### src/swc_pkg.sv
// constants and types for the sleep wake-up controller
// Function
// - temperature flag wakes unless measurements disabled
// - supply flag wakes when its enable set
// - main power restore always wakes, unmaskable
// - peripheral config bit 6 shows main supply
// - rtc interval wakes; firmware acknowledges it
// - rtc alarm wakes per alarm enable bits
// - interrupt zero wakes when program equals 1
// - interrupt one wakes when program equals 11x
// - rx edge wakes, sets flag bit 7
// - reset pin low wakes into battery mode
// - lcd selectable in sleep, memory kept
// - four scratch registers kept through sleep
// - all pins inputs in sleep
// - per-pin pull-up disable, three port registers
// - wake restarts core at reset vector
package swc_pkg;
  // register indices; byte address is four times the index
  localparam logic [7:0] IDX_RTC_CFG2 = 8'hA2;
  localparam logic [7:0] IDX_PU0 = 8'hB2;
  localparam logic [7:0] IDX_PU1 = 8'hB3;
  localparam logic [7:0] IDX_PU2 = 8'hB4;
  localparam logic [7:0] IDX_PWR_CTRL = 8'hC5;
  localparam logic [7:0] IDX_PWR_IRQ_EN = 8'hEC;
  localparam logic [7:0] IDX_TSD = 8'hF3;
  localparam logic [7:0] IDX_PERIPHERAL_CONFIG_CFG = 8'hF4;
  localparam logic [7:0] IDX_SCRATCH0 = 8'hFB;
  localparam logic [7:0] IDX_IRQ_PROG = 8'hFF;
  localparam logic [7:0] IDX_TIMER_CTRL = 8'h88;
  localparam logic [7:0] IDX_WAKE_STAT = 8'h80;
  localparam int SCRATCH_N = 4;
  // address bus width in bits
  localparam int AW = 10;

  // field positions
  localparam int TSD_TEMP_EN_BIT = 0;
  localparam int PIE_SUPPLY_BIT = 0;
  localparam int PC_RX_FLAG_BIT = 7;
  localparam int PC_MAIN_SUP_BIT = 6;
  localparam int PCTL_SLEEP_BIT = 4;
  localparam int PCTL_LCD_BIT = 0;
  localparam int TC_IRQ0_SEL_BIT = 0;
  localparam int TC_IRQ1_SEL_BIT = 2;
  localparam int IP_IRQ0_BIT = 0;
  localparam int IP_IRQ1_LSB = 1;
  localparam int ALARM_N = 2;

  // field values
  localparam logic [1:0] RX_PROG_WAKE = 2'h3;
  localparam logic [1:0] IRQ1_PROG_WAKE = 2'h3;

  // reset values
  localparam logic [7:0] RST_BYTE = 8'h00;
  localparam logic [7:0] RST_PULLUP = 8'hFF;

  // axi response codes
  localparam logic [1:0] RESP_OKAY = 2'h0;
  localparam logic [1:0] RESP_SLVERR = 2'h2;

  // sleep sequencer states
  typedef enum logic [1:0] {
    ST_ACTIVE,
    ST_SLEEP,
    ST_WAKE
  } swc_state_t;

  // level flags from the always-on peripherals
  typedef struct packed {
    logic temp_meas_flag;
    logic supply_meas_flag;
    logic main_supply_active;
    logic rtc_interval_flag;
    logic [ALARM_N-1:0] rtc_alarm;
  } swc_flags_t;

  // wake cause record, one bit per source
  typedef struct packed {
    logic reset_pin;
    logic rx_edge;
    logic irq1;
    logic irq0;
    logic rtc;
    logic power_restored;
    logic supply;
    logic temp;
  } swc_cause_t;
endpackage : swc_pkg

### src/swc_top.sv
// sleep wake-up controller with axi4-lite register slave
//
// Design decision made here: the AXI4-Lite slave port.
`timescale 1ns/1ps
module swc_top (
  input wire logic clock,
  input wire logic reset_n,
  // axi4-lite slave
  input wire logic [swc_pkg::AW-1:0] s_axi_awaddr,
  input wire logic s_axi_awvalid,
  output logic s_axi_awready,
  input wire logic [31:0] s_axi_wdata,
  input wire logic [3:0] s_axi_wstrb,
  input wire logic s_axi_wvalid,
  output logic s_axi_wready,
  output logic [1:0] s_axi_bresp,
  output logic s_axi_bvalid,
  input wire logic s_axi_bready,
  input wire logic [swc_pkg::AW-1:0] s_axi_araddr,
  input wire logic s_axi_arvalid,
  output logic s_axi_arready,
  output logic [31:0] s_axi_rdata,
  output logic [1:0] s_axi_rresp,
  output logic s_axi_rvalid,
  input wire logic s_axi_rready,
  // always-on peripheral flags
  input wire swc_pkg::swc_flags_t flags,
  // pins
  input wire logic ext_irq_zero,
  input wire logic ext_irq_one,
  input wire logic uart_rx,
  input wire logic ext_reset_pin_n,
  // core and power control
  output logic core_sleep,
  output logic core_restart,
  output logic wake_to_battery,
  output logic power_mgmt_vector,
  output logic rtc_vector,
  output logic io_force_input,
  output logic lcd_enable,
  output logic lcd_mem_hold,
  output logic [23:0] pullup_enable
);
  // register storage
  logic [7:0] rtc_config_two_r;
  logic [7:0] pullup_r [3];
  logic [7:0] power_irq_enable_r;
  logic [7:0] temp_supply_delta_r;
  logic [1:0] rx_pin_prog_r;
  logic rx_edge_flag_r;
  logic lcd_sleep_on_r;
  logic [7:0] irq_prog_r;
  logic [7:0] timer_control_r;
  logic [7:0] sleep_scratch_regs_r [swc_pkg::SCRATCH_N];
  swc_pkg::swc_cause_t cause_r;
  swc_pkg::swc_state_t state_r;
  swc_pkg::swc_state_t state_nxt;

  // axi write path
  logic aw_hold_r;
  logic w_hold_r;
  logic [7:0] wr_idx_r;
  logic [7:0] wdata_r;
  logic wstrb0_r;
  logic bvalid_r;
  logic [1:0] bresp_r;
  // axi read path
  logic rvalid_r;
  logic [31:0] rdata_r;
  logic [1:0] rresp_r;

  // decode helpers
  logic wr_go;
  logic wr_en;
  logic wr_hit;
  logic [7:0] rd_idx;
  logic [7:0] rd_val;
  logic rd_hit;

  // pin sync outputs
  logic [3:0] pin_q;
  logic [3:0] pin_fall;
  logic [3:0] pin_rise;

  // wake sources
  swc_pkg::swc_cause_t src;
  logic wake_req;
  logic sleep_cmd;
  logic irq0_evt;
  logic irq1_evt;
  logic rx_edge;

  // pins cross into the clock domain first
  swc_sync #(.W(4), .RST_VAL(1'b1)) u_sync (
    .clock(clock),
    .reset_n(reset_n),
    .d({ext_reset_pin_n, uart_rx, ext_irq_one, ext_irq_zero}),
    .q(pin_q),
    .rise(pin_rise),
    .fall(pin_fall)
  );

  // handshakes: one write and one read in flight
  assign s_axi_awready = !aw_hold_r && !bvalid_r;
  assign s_axi_wready = !w_hold_r && !bvalid_r;
  assign s_axi_arready = !rvalid_r;
  assign s_axi_bvalid = bvalid_r;
  assign s_axi_bresp = bresp_r;
  assign s_axi_rvalid = rvalid_r;
  assign s_axi_rdata = rdata_r;
  assign s_axi_rresp = rresp_r;

  // write fires once address and data are both held
  assign wr_go = aw_hold_r && w_hold_r && !bvalid_r;
  // core is off while asleep, so bus writes are dropped
  assign wr_en = wr_go && wstrb0_r && (state_r == swc_pkg::ST_ACTIVE);
  assign sleep_cmd = wr_en && (wr_idx_r == swc_pkg::IDX_PWR_CTRL) &&
                     wdata_r[swc_pkg::PCTL_SLEEP_BIT];

  // write address and data capture, in either order
  always_ff @(posedge clock or negedge reset_n) begin
    if (!reset_n) begin
      aw_hold_r <= 1'b0;
      w_hold_r <= 1'b0;
      wr_idx_r <= 8'h00;
      wdata_r <= 8'h00;
      wstrb0_r <= 1'b0;
    end else begin
      // address taken
      if (s_axi_awvalid && s_axi_awready) begin
        aw_hold_r <= 1'b1;
        wr_idx_r <= s_axi_awaddr[swc_pkg::AW-1:2];
      end else if (wr_go) begin
        aw_hold_r <= 1'b0;
      end
      // data taken
      if (s_axi_wvalid && s_axi_wready) begin
        w_hold_r <= 1'b1;
        wdata_r <= s_axi_wdata[7:0];
        wstrb0_r <= s_axi_wstrb[0];
      end else if (wr_go) begin
        w_hold_r <= 1'b0;
      end
    end
  end

  // write response one cycle after both parts held
  always_ff @(posedge clock or negedge reset_n) begin
    if (!reset_n) begin
      bvalid_r <= 1'b0;
      bresp_r <= swc_pkg::RESP_OKAY;
    end else if (wr_go) begin
      bvalid_r <= 1'b1;
      bresp_r <= wr_hit ? swc_pkg::RESP_OKAY : swc_pkg::RESP_SLVERR;
    end else if (s_axi_bready) begin
      bvalid_r <= 1'b0;
    end
  end

  // write decode: is the held index mapped
  always_comb begin
    if (wr_idx_r == swc_pkg::IDX_RTC_CFG2) begin
      wr_hit = 1'b1;
    end else if (wr_idx_r >= swc_pkg::IDX_PU0 &&
                 wr_idx_r <= swc_pkg::IDX_PU2) begin
      wr_hit = 1'b1;
    end else if (wr_idx_r == swc_pkg::IDX_PWR_CTRL ||
                 wr_idx_r == swc_pkg::IDX_PWR_IRQ_EN ||
                 wr_idx_r == swc_pkg::IDX_TSD ||
                 wr_idx_r == swc_pkg::IDX_PERIPHERAL_CONFIG_CFG ||
                 wr_idx_r == swc_pkg::IDX_IRQ_PROG ||
                 wr_idx_r == swc_pkg::IDX_TIMER_CTRL ||
                 wr_idx_r == swc_pkg::IDX_WAKE_STAT) begin
      wr_hit = 1'b1;
    end else if (wr_idx_r >= swc_pkg::IDX_SCRATCH0 &&
                 wr_idx_r < swc_pkg::IDX_IRQ_PROG) begin
      wr_hit = 1'b1;
    end else begin
      wr_hit = 1'b0;
    end
  end

  // plain configuration registers
  always_ff @(posedge clock or negedge reset_n) begin
    if (!reset_n) begin
      rtc_config_two_r <= swc_pkg::RST_BYTE;
      power_irq_enable_r <= swc_pkg::RST_BYTE;
      temp_supply_delta_r <= swc_pkg::RST_BYTE;
      rx_pin_prog_r <= 2'h0;
      lcd_sleep_on_r <= 1'b0;
      irq_prog_r <= swc_pkg::RST_BYTE;
      timer_control_r <= swc_pkg::RST_BYTE;
    end else if (wr_en) begin
      if (wr_idx_r == swc_pkg::IDX_RTC_CFG2) begin
        rtc_config_two_r <= wdata_r;
      end else if (wr_idx_r == swc_pkg::IDX_PWR_IRQ_EN) begin
        power_irq_enable_r <= wdata_r;
      end else if (wr_idx_r == swc_pkg::IDX_TSD) begin
        temp_supply_delta_r <= wdata_r;
      end else if (wr_idx_r == swc_pkg::IDX_PERIPHERAL_CONFIG_CFG) begin
        rx_pin_prog_r <= wdata_r[1:0];
      end else if (wr_idx_r == swc_pkg::IDX_PWR_CTRL) begin
        lcd_sleep_on_r <= wdata_r[swc_pkg::PCTL_LCD_BIT];
      end else if (wr_idx_r == swc_pkg::IDX_IRQ_PROG) begin
        irq_prog_r <= wdata_r;
      end else if (wr_idx_r == swc_pkg::IDX_TIMER_CTRL) begin
        timer_control_r <= wdata_r;
      end
    end
  end

  // per-port pull-up and scratch storage, one entry per word
  genvar gi;
  generate
    for (gi = 0; gi < 3; gi++) begin : g_pu
      always_ff @(posedge clock or negedge reset_n) begin
        if (!reset_n) begin
          pullup_r[gi] <= swc_pkg::RST_PULLUP;
        end else if (wr_en &&
                     wr_idx_r == swc_pkg::IDX_PU0 + 8'(gi)) begin
          pullup_r[gi] <= wdata_r;
        end
      end
      assign pullup_enable[gi*8 +: 8] = pullup_r[gi];
    end
    for (gi = 0; gi < swc_pkg::SCRATCH_N; gi++) begin : g_scr
      // written only while awake, so held in sleep
      always_ff @(posedge clock or negedge reset_n) begin
        if (!reset_n) begin
          sleep_scratch_regs_r[gi] <= swc_pkg::RST_BYTE;
        end else if (wr_en &&
                     wr_idx_r == swc_pkg::IDX_SCRATCH0 + 8'(gi)) begin
          sleep_scratch_regs_r[gi] <= wdata_r;
        end
      end
    end
  endgenerate

  // pin interrupt wake terms
  always_comb begin
    // select 1 wakes on falling edge, 0 on low level
    if (timer_control_r[swc_pkg::TC_IRQ0_SEL_BIT]) begin
      irq0_evt = pin_fall[0];
    end else begin
      irq0_evt = !pin_q[0];
    end
    // same edge choice for interrupt one
    if (timer_control_r[swc_pkg::TC_IRQ1_SEL_BIT]) begin
      irq1_evt = pin_fall[1];
    end else begin
      irq1_evt = !pin_q[1];
    end
  end

  assign rx_edge = pin_rise[2] || pin_fall[2];

  // rx edge flag: set wins over write-one-to-clear
  always_ff @(posedge clock or negedge reset_n) begin
    if (!reset_n) begin
      rx_edge_flag_r <= 1'b0;
    end else if (rx_edge && rx_pin_prog_r == swc_pkg::RX_PROG_WAKE) begin
      rx_edge_flag_r <= 1'b1;
    end else if (wr_en && wr_idx_r == swc_pkg::IDX_PERIPHERAL_CONFIG_CFG &&
                 wdata_r[swc_pkg::PC_RX_FLAG_BIT]) begin
      rx_edge_flag_r <= 1'b0;
    end
  end

  // gather each wake source after its enable; power restore, rtc interval and reset pin have no enable
  always_comb begin
    src.temp = flags.temp_meas_flag &&
               temp_supply_delta_r[swc_pkg::TSD_TEMP_EN_BIT];
    // supply gated by its wake enable
    src.supply = flags.supply_meas_flag &&
                 power_irq_enable_r[swc_pkg::PIE_SUPPLY_BIT];
    src.power_restored = flags.main_supply_active;
    src.rtc = flags.rtc_interval_flag ||
              |(flags.rtc_alarm & rtc_config_two_r[swc_pkg::ALARM_N-1:0]);
    src.irq0 = irq0_evt && irq_prog_r[swc_pkg::IP_IRQ0_BIT];
    src.irq1 = irq1_evt &&
               irq_prog_r[swc_pkg::IP_IRQ1_LSB+1 +: 2] ==
               swc_pkg::IRQ1_PROG_WAKE;
    src.rx_edge = rx_edge_flag_r;
    src.reset_pin = !pin_q[3];
  end

  // wake is the OR of all gated sources
  assign wake_req = |src;

  // sleep sequencer next state
  always_comb begin
    state_nxt = state_r;
    case (state_r)
      swc_pkg::ST_ACTIVE: begin
        if (sleep_cmd) begin
          state_nxt = swc_pkg::ST_SLEEP;
        end
      end
      swc_pkg::ST_SLEEP: begin
        // level sources still high wake at once
        if (wake_req) begin
          state_nxt = swc_pkg::ST_WAKE;
        end
      end
      swc_pkg::ST_WAKE: begin
        state_nxt = swc_pkg::ST_ACTIVE;
      end
      default: begin
        state_nxt = swc_pkg::ST_ACTIVE;
      end
    endcase
  end

  // sequencer state
  always_ff @(posedge clock or negedge reset_n) begin
    if (!reset_n) begin
      state_r <= swc_pkg::ST_ACTIVE;
    end else begin
      state_r <= state_nxt;
    end
  end

  // wake cause capture, cleared when sleep starts
  always_ff @(posedge clock or negedge reset_n) begin
    if (!reset_n) begin
      cause_r <= '0;
    end else if (sleep_cmd) begin
      cause_r <= '0;
    end else if (state_r == swc_pkg::ST_SLEEP && wake_req) begin
      cause_r <= src;
    end
  end

  // core control outputs, registered
  always_ff @(posedge clock or negedge reset_n) begin
    if (!reset_n) begin
      core_restart <= 1'b0;
      wake_to_battery <= 1'b0;
      power_mgmt_vector <= 1'b0;
      rtc_vector <= 1'b0;
    end else begin
      // restart from reset vector on every wake
      core_restart <= state_r == swc_pkg::ST_SLEEP && wake_req;
      // reset wake lands in battery mode
      wake_to_battery <= state_r == swc_pkg::ST_SLEEP && wake_req &&
                         !src.power_restored;
      power_mgmt_vector <= state_r == swc_pkg::ST_SLEEP &&
                           (src.power_restored || src.supply);
      // rtc wake raises the rtc vector
      rtc_vector <= state_r == swc_pkg::ST_SLEEP && src.rtc;
    end
  end

  // pins forced to inputs while asleep
  assign core_sleep = state_r != swc_pkg::ST_ACTIVE;
  assign io_force_input = core_sleep;
  // lcd optionally left on, memory held in sleep
  assign lcd_enable = !core_sleep || lcd_sleep_on_r;
  assign lcd_mem_hold = core_sleep;

  // read decode and data select
  assign rd_idx = s_axi_araddr[swc_pkg::AW-1:2];
  always_comb begin
    rd_val = 8'h00;
    rd_hit = 1'b1;
    if (rd_idx == swc_pkg::IDX_RTC_CFG2) begin
      rd_val = rtc_config_two_r;
    end else if (rd_idx == swc_pkg::IDX_PU0) begin
      rd_val = pullup_r[0];
    end else if (rd_idx == swc_pkg::IDX_PU1) begin
      rd_val = pullup_r[1];
    end else if (rd_idx == swc_pkg::IDX_PU2) begin
      rd_val = pullup_r[2];
    end else if (rd_idx == swc_pkg::IDX_PWR_CTRL) begin
      rd_val[swc_pkg::PCTL_LCD_BIT] = lcd_sleep_on_r;
    end else if (rd_idx == swc_pkg::IDX_PWR_IRQ_EN) begin
      rd_val = power_irq_enable_r;
    end else if (rd_idx == swc_pkg::IDX_TSD) begin
      rd_val = temp_supply_delta_r;
    end else if (rd_idx == swc_pkg::IDX_PERIPHERAL_CONFIG_CFG) begin
      rd_val[1:0] = rx_pin_prog_r;
      rd_val[swc_pkg::PC_MAIN_SUP_BIT] = flags.main_supply_active;
      rd_val[swc_pkg::PC_RX_FLAG_BIT] = rx_edge_flag_r;
    end else if (rd_idx == swc_pkg::IDX_IRQ_PROG) begin
      rd_val = irq_prog_r;
    end else if (rd_idx == swc_pkg::IDX_TIMER_CTRL) begin
      rd_val = timer_control_r;
    end else if (rd_idx == swc_pkg::IDX_WAKE_STAT) begin
      rd_val = cause_r;
    end else if (rd_idx >= swc_pkg::IDX_SCRATCH0 &&
                 rd_idx < swc_pkg::IDX_IRQ_PROG) begin
      rd_val = sleep_scratch_regs_r[2'(rd_idx - swc_pkg::IDX_SCRATCH0)];
    end else begin
      rd_hit = 1'b0;
    end
  end

  // read response one cycle after address taken
  always_ff @(posedge clock or negedge reset_n) begin
    if (!reset_n) begin
      rvalid_r <= 1'b0;
      rdata_r <= 32'h0000_0000;
      rresp_r <= swc_pkg::RESP_OKAY;
    end else if (s_axi_arvalid && s_axi_arready) begin
      rvalid_r <= 1'b1;
      rdata_r <= {24'h00_0000, rd_val};
      rresp_r <= rd_hit ? swc_pkg::RESP_OKAY : swc_pkg::RESP_SLVERR;
    end else if (s_axi_rready) begin
      rvalid_r <= 1'b0;
    end
  end
endmodule : swc_top

### src/swc_sync.sv
// two-stage synchroniser with edge detection for pin inputs
`timescale 1ns/1ps
module swc_sync #(
  parameter int W = 1,
  parameter logic RST_VAL = 1'b1
) (
  input wire logic clock,
  input wire logic reset_n,
  input wire logic [W-1:0] d,
  output logic [W-1:0] q,
  output logic [W-1:0] rise,
  output logic [W-1:0] fall
);
  logic [W-1:0] s1_r; // first stage, read only by s2_r
  logic [W-1:0] s2_r; // synchronised level
  logic [W-1:0] s3_r; // delayed copy for edges

  // sync chain and delay stage
  always_ff @(posedge clock or negedge reset_n) begin
    if (!reset_n) begin
      s1_r <= {W{RST_VAL}};
      s2_r <= {W{RST_VAL}};
      s3_r <= {W{RST_VAL}};
    end else begin
      s1_r <= d;
      s2_r <= s1_r;
      s3_r <= s2_r;
    end
  end

  assign q = s2_r;
  assign rise = s2_r & ~s3_r;
  assign fall = ~s2_r & s3_r;
endmodule : swc_sync

### config.mk
export PLATFORM = sky130hd
export DESIGN_NAME = swc_top
export DESIGN_NICKNAME = d
export VERILOG_FILES = /design/src/swc_pkg.sv /design/src/swc_top.sv /design/src/swc_sync.sv
export SDC_FILE = /design/constraint.sdc
export NUM_CORES = 1
export LEC_CHECK = 0
export ABC_AREA = 0
export BUFFER_PORTS_ARGS = -buffer_cell sky130_fd_sc_hd__buf_2
export CORE_UTILIZATION = 49
export CTS_CLUSTER_DIAMETER = 100
export DETAILED_ROUTE_END_ITERATION = 10
export HOLD_SLACK_MARGIN = 0.02
export PLACE_DENSITY = 0.7
export SLEW_MARGIN = 5
export SYNTH_ARGS = -nofsm -noshare
export SYNTH_HDL_FRONTEND = slang
export SYNTH_SLANG_ARGS = --single-unit
export TNS_END_PERCENT = 5
### constraint.sdc
create_clock -name clock -period 2.3 [get_ports clock]
set_input_delay 0.115 -clock clock [delete_from_list [all_inputs] [get_ports clock]]
set_output_delay 0.115 -clock clock [all_outputs]
set_load 0.1 [all_outputs]
# Word level (Yosys, flattened, before mapping)
# Index checks and enable logic that the tools add are counted.
totals:
  mem_bits_rw: 0
  mem_bits_ro: 0
  reg_bits: 158
  latch_bits: 0
  memories: 0
op_classes:
  n_shift: 0
  div: 0
  eq_ne: 31
  bitwise_logic: 12
  n_mux: 52
  add_sub_neg: 1
  n_reduce_logical: 69
  magnitude_cmp: 7
  n_mul: 0
ops:
  columns: ["operator", "count"]
  rows:
  - ["8-bit equality test, second input constant", 26]
  - ["8-bit two-way mux", 14]
  - ["1-bit logical AND", 32]
  - ["1-bit two-way mux", 28]
  - ["8-bit >= comparator, second input constant", 3]
  - ["8-bit binary-select mux with 2-bit select", 1]
  - ["8-bit < comparator, second input constant", 2]
  - ["2-bit nonzero test", 7]
  - ["2-bit two-way mux", 6]
  - ["1-bit logical OR", 10]
  - ["1-bit logical NOT", 9]
  - ["8-bit less-or-equal comparator, second input constant", 1]
  - ["8-bit AND reduction", 1]
  - ["8-bit OR reduction", 1]
  - ["7-bit two-way mux", 1]
  - ["7-bit AND reduction", 1]
  - ["3-bit bitwise AND", 2]
  - ["1-bit inverter", 6]
  - ["3-bit inverter", 2]
  - ["6-bit AND reduction", 1]
  - ["5-bit AND reduction", 1]
  - ["2-bit equality test, second input constant", 2]
  - ["4-bit two-way mux", 1]
  - ["2-bit inequality test, second input constant", 2]
  - ["11 further kinds", 12]

# Logic depth before layout (Yosys ltp)
depth:
  word_depth: 17
  depth_mapped: 9

# Modules after synthesis
# From an unflattened synthesis, not the netlist that was laid out.
hier_totals:
  hier_cells: 647
  area_unflattened_um2: 7787.5
modules_own_cells:
  columns: ["mod", "area_each_um2", "instances", "cells_each"]
  rows:
  - ["swc_top", 7402.1, 1, 627]
  - ["swc_sync", 385.4, 1, 20]

# Least setup slack after synthesis
# No wires, ideal clock.
synth_path:
  path_kind: "flip-flop to flip-flop"
  startpoint: "register bvalid_r, in the netlist s_axi_bvalid"
  endpoint: "register wr_idx_r[0]"
  arrival_time_ns: 3.120
  stages_incl_launch_ff: 5
  path_buffers: 1
  path_slack_ns: -0.945
  synth_period_minus_slack_ns: 3.245
  cell_sequence: "dfrtp_1 > nor2_1 > and2_1 > clkbuf_1 > mux2_2"
synth_between:
  elab_chain_len: 3
synth_lines:
  columns: ["item", "line_no", "text"]
  rows:
  - ["start: declaration", "swc_top.sv:65", "logic bvalid_r;"]
  - ["start signal: assignment", "swc_top.sv:150", "bvalid_r <= 1'b0;"]
  - ["start signal: assignment", "swc_top.sv:153", "bvalid_r <= 1'b1;"]
  - ["start signal: assignment", "swc_top.sv:156", "bvalid_r <= 1'b0;"]
  - ["1-bit logical NOT", "swc_top.sv:104", "assign s_axi_awready = !aw_hold_r && !bvalid_r;"]
  - ["1-bit logical AND", "swc_top.sv:104", null]
  - ["named net s_axi_awready", "swc_top.sv:11", "output logic s_axi_awready,"]
  - ["1-bit logical AND", "swc_top.sv:130", "if (s_axi_awvalid && s_axi_awready) begin"]
  - ["end signal: assignment", "swc_top.sv:132", "wr_idx_r <= s_axi_awaddr[swc_pkg::AW-1:2];"]
  - ["end: declaration", "swc_top.sv:62", "logic [7:0] wr_idx_r;"]
# The timed path passes the listed nets, and every way through them passes these cells.
# A chain may end at the register's enable or synchronous reset.

# Worst setup path in the final report
layout_path:
  startpoint: "register bvalid_r, in the netlist s_axi_bvalid"
  endpoint: "register irq_prog_r[4]"
layout_between:
  elab_chain_len: 5
layout_lines:
  columns: ["item", "line_no", "text"]
  rows:
  - ["1-bit logical NOT", "swc_top.sv:114", "assign wr_go = aw_hold_r && w_hold_r && !bvalid_r;"]
  - ["1-bit logical AND", "swc_top.sv:114", null]
  - ["1-bit logical AND (2 in a row)", "swc_top.sv:116", "assign wr_en = wr_go && wstrb0_r && (state_r == swc_pkg::ST_ACTIVE);"]
  - ["7-bit AND reduction (no source line)", null, null]
  - ["end signal: assignment", "swc_top.sv:191", "irq_prog_r <= swc_pkg::RST_BYTE;"]
  - ["end signal: assignment", "swc_top.sv:205", "irq_prog_r <= wdata_r;"]
  - ["end: declaration", "swc_top.sv:52", "logic [7:0] irq_prog_r;"]
# Every way passes these cells.

==> impl_metrics.tcl <==
set metrics [dict create \
    status "completed" \
    drv_cap 0 \
    cts_tree "built" \
    yosys_most_used_dff "dfrtp_1" \
    netlist_top_cells_count "121 x dfrtp_1, 115 x mux2_2, 35 x dfstp_2" \
    drc 0 \
    synth_top_area_cell "dfrtp_1" \
    cts_setup_buffers 0 \
    root_buffer "clkbuf_16" \
    fp.dieH_um 127.0 \
    yosysTopAreaCellShare_pct 39.53 \
    fin_area_um2 9306 \
    cts_resized 0 \
    pre_cts_slack_ps 120.2 \
    cts_hold_buf 29 \
    grt_overflow 0 \
    drive_above_1_share_pct 42.41 \
    drtPass1Iterations 6 \
    start_util_pct 50.39 \
    grt_pass1_vias 5824 \
    track_usage_pct 25.74 \
    place_area_um2 8399 \
    max_slew.worst_pin.slew_ps 643.1 \
    portBuffers 88 \
    diodes 0 \
    path_clk_slew_ps 60 \
    io_pins 146 \
    end_kind "flop" \
    worstSetupPathType "reg2reg" \
    arrival_ps 2400 \
    setup_viol 0 \
    hp-class "in2reg" \
    core-area_um2 15200 \
    antenna_left 0 \
    synth.most_common_cell "dfrtp_1" \
    yosysSeqAreaShare_pct 51.54 \
    async_flop_share_pct 100.0 \
    area_growth_pct 21.50 \
    netlist_area_um2 7660 \
    finClkSkew_ps 7.292 \
    die_w_um 127.0 \
    ys_seq_elements 156 \
    slew_violations 0 \
    synth_cell_type_count 72 \
    period_needed_ps 2093 \
    grt_start_max_net_pins 66 \
    viasPerCell 5.883 \
    cts_sinks 156 \
    drtIter0Drc 422 \
    synth_warnings 0 \
    synthTopCellsByArea "dfrtp_1 40%, mux2_2 17%, dfstp_2 12%, buf_4 2.8%, mux4_2 2.4%" \
    max_freq_ghz 0.4778 \
    start_kind "flop" \
    final_nets 854 \
    fin_crit_sh_pct 91.01 \
    antenna_found_initial 0 \
    wl_per_cell_um 20.34 \
    hold_viol 0 \
    drt-total-wl_um 19890 \
    synth_edf_count 0 \
    holdWs_ps 41.61 \
    place_congestion 0.9710 \
    critPathMaxFanout 8 \
    synth.avg_cell_area_um2 11.86 \
    htreeDepth 4 \
    grt_pass1_wl_um 31120 \
    p_per_area_nw_per_um2 979.3 \
    numCtsBuffers 17 \
    synth_cells 646 \
    p_leak_nw 4.415 \
    vias 5754 \
    rows 45 \
    die-area_um2 16140 \
    slew_headroom_pct 57.13 \
    setup_tns_ps 0 \
    hpwl_um 13950 \
    total_power_mw 9.114 \
    worstPathRequired_ps 2610 \
    fin_ws_ps 206.9 \
    rsz0062_at_grt "false" \
    cts_max_path_buffers 2 \
    clk_latency_ps 430 \
    vdd_ir_drop_max_v 0.001371 \
]
-- critical path: stages (launching register included) --
cell and delay [ps]:
dfrtp_2 460, and3b_2 310, and3_1 250, nand2b_2 100, or3_1 500, mux2_2 350
-- worst paths after layout --
kind,startpoint,to,slack (ps),cells past startpoint
worst max-delay path,s_axi_bvalid$_DFFE_PN0P_,irq_prog_r[4]$_DFFE_PN0P_,210,5
worst min-delay path,flags[1],rtc_vector$_DFF_PN0_,40,3
min in group asynchronous,reset_n,rtc_config_two_r[2]$_DFFE_PN0P_,260,2
worst min register to register,u_sync.s1_r[1]$_DFF_PN1_,u_sync.q[1]$_DFF_PN1_,360,0
worst max register to register,s_axi_bvalid$_DFFE_PN0P_,irq_prog_r[4]$_DFFE_PN0P_,210,5
max in group asynchronous,reset_n,u_sync.s1_r[2]$_DFF_PN1_,1180,3
-- power breakdown --
part / total (mW) / switching [mW] / internal [mW] / leakage (nW)
registers: 3.76 / 0.615 / 3.14 / 1.98
clock network: 2.91 / 1.14 / 1.77 / 0.300
logic: 2.44 / 1.71 / 0.738 / 2.14
total: 9.11 / 3.46 / 5.65 / 4.42
-- metal layers --
metal  vias up  global-route usage (%)  wire [um]
li1       2563                       -          -
met1      2916                   33.38       8636
met2       243                   42.37       9628
met3        32                   6.616       1234
met4         0                   8.333        394
met5         -                       0          0
-- sequential cells by signal (all words and copies together), names as in the netlist, 2 cells and up --
register,cells
sleep_scratch_regs_r,32
pullup_enable,24
cause_r,8
irq_prog_r,8
power_irq_enable_r,8
rtc_config_two_r,8
s_axi_rdata,8
temp_supply_delta_r,8
timer_control_r,8
wdata_r,8
wr_idx_r,8
u_sync.q,4
u_sync.s1_r,4
u_sync.s3_r,3
rx_pin_prog_r,2
state_r,2
-- cell usage in the layout, fill, tap and decap left out, drive strengths merged, types with 4 or more instances in the layout --
cell / instances
nor2: 33
nor2b: 6
dfrtp: 121
a211oi: 8
ha: 4
and4: 5
conb: 26
mux2: 116
buf: 121
dfstp: 35
mux4: 8
o21a: 4
nor4: 4
clkbuf: 19
inv: 14
a21oi: 31
nand2: 34
and3b: 6
and3: 4
clkinv: 5
nor3: 6
and2: 5
a22o: 6
o31ai: 4
o21ai: 24
dlygate4sd3: 29
nand2b: 8
a31oi: 5
nand4: 11
nand3: 27
-- logic make-up after synthesis --
family	after synthesis	share of synthesized area, %
adders and majority gates	4	0.6534
other	1	0.04896
buffers and inverters	75	5.227
muxes	127	19.80
AOI/OAI and AO/OA	111	9.474
and+or+nand+nor	169	12.92
xor gates and xnor gates	3	0.3431
DFF	156	51.54
-- through the flow --
step / util [%] / cells
4_1_cts: 61.22 / 978
2_1_floorplan: - / 671
3_3_place_gp: 55.25 / 917
5_1_grt: 61.22 / 978
6_report: 61.22 / 978
3_5_place_dp: 55.25 / 917
-- cell type report --
class,count,area [um^2]
fillers,1176,5896
flip-flops and latches,156,3950
multi-input cells,440,3421
repair buffers,150,1035
clock buffers,19,452.9
well taps,188,235.2
clock inverters,13,163.9
inverters,12,48.80
(Power assumes the default switching activity.)
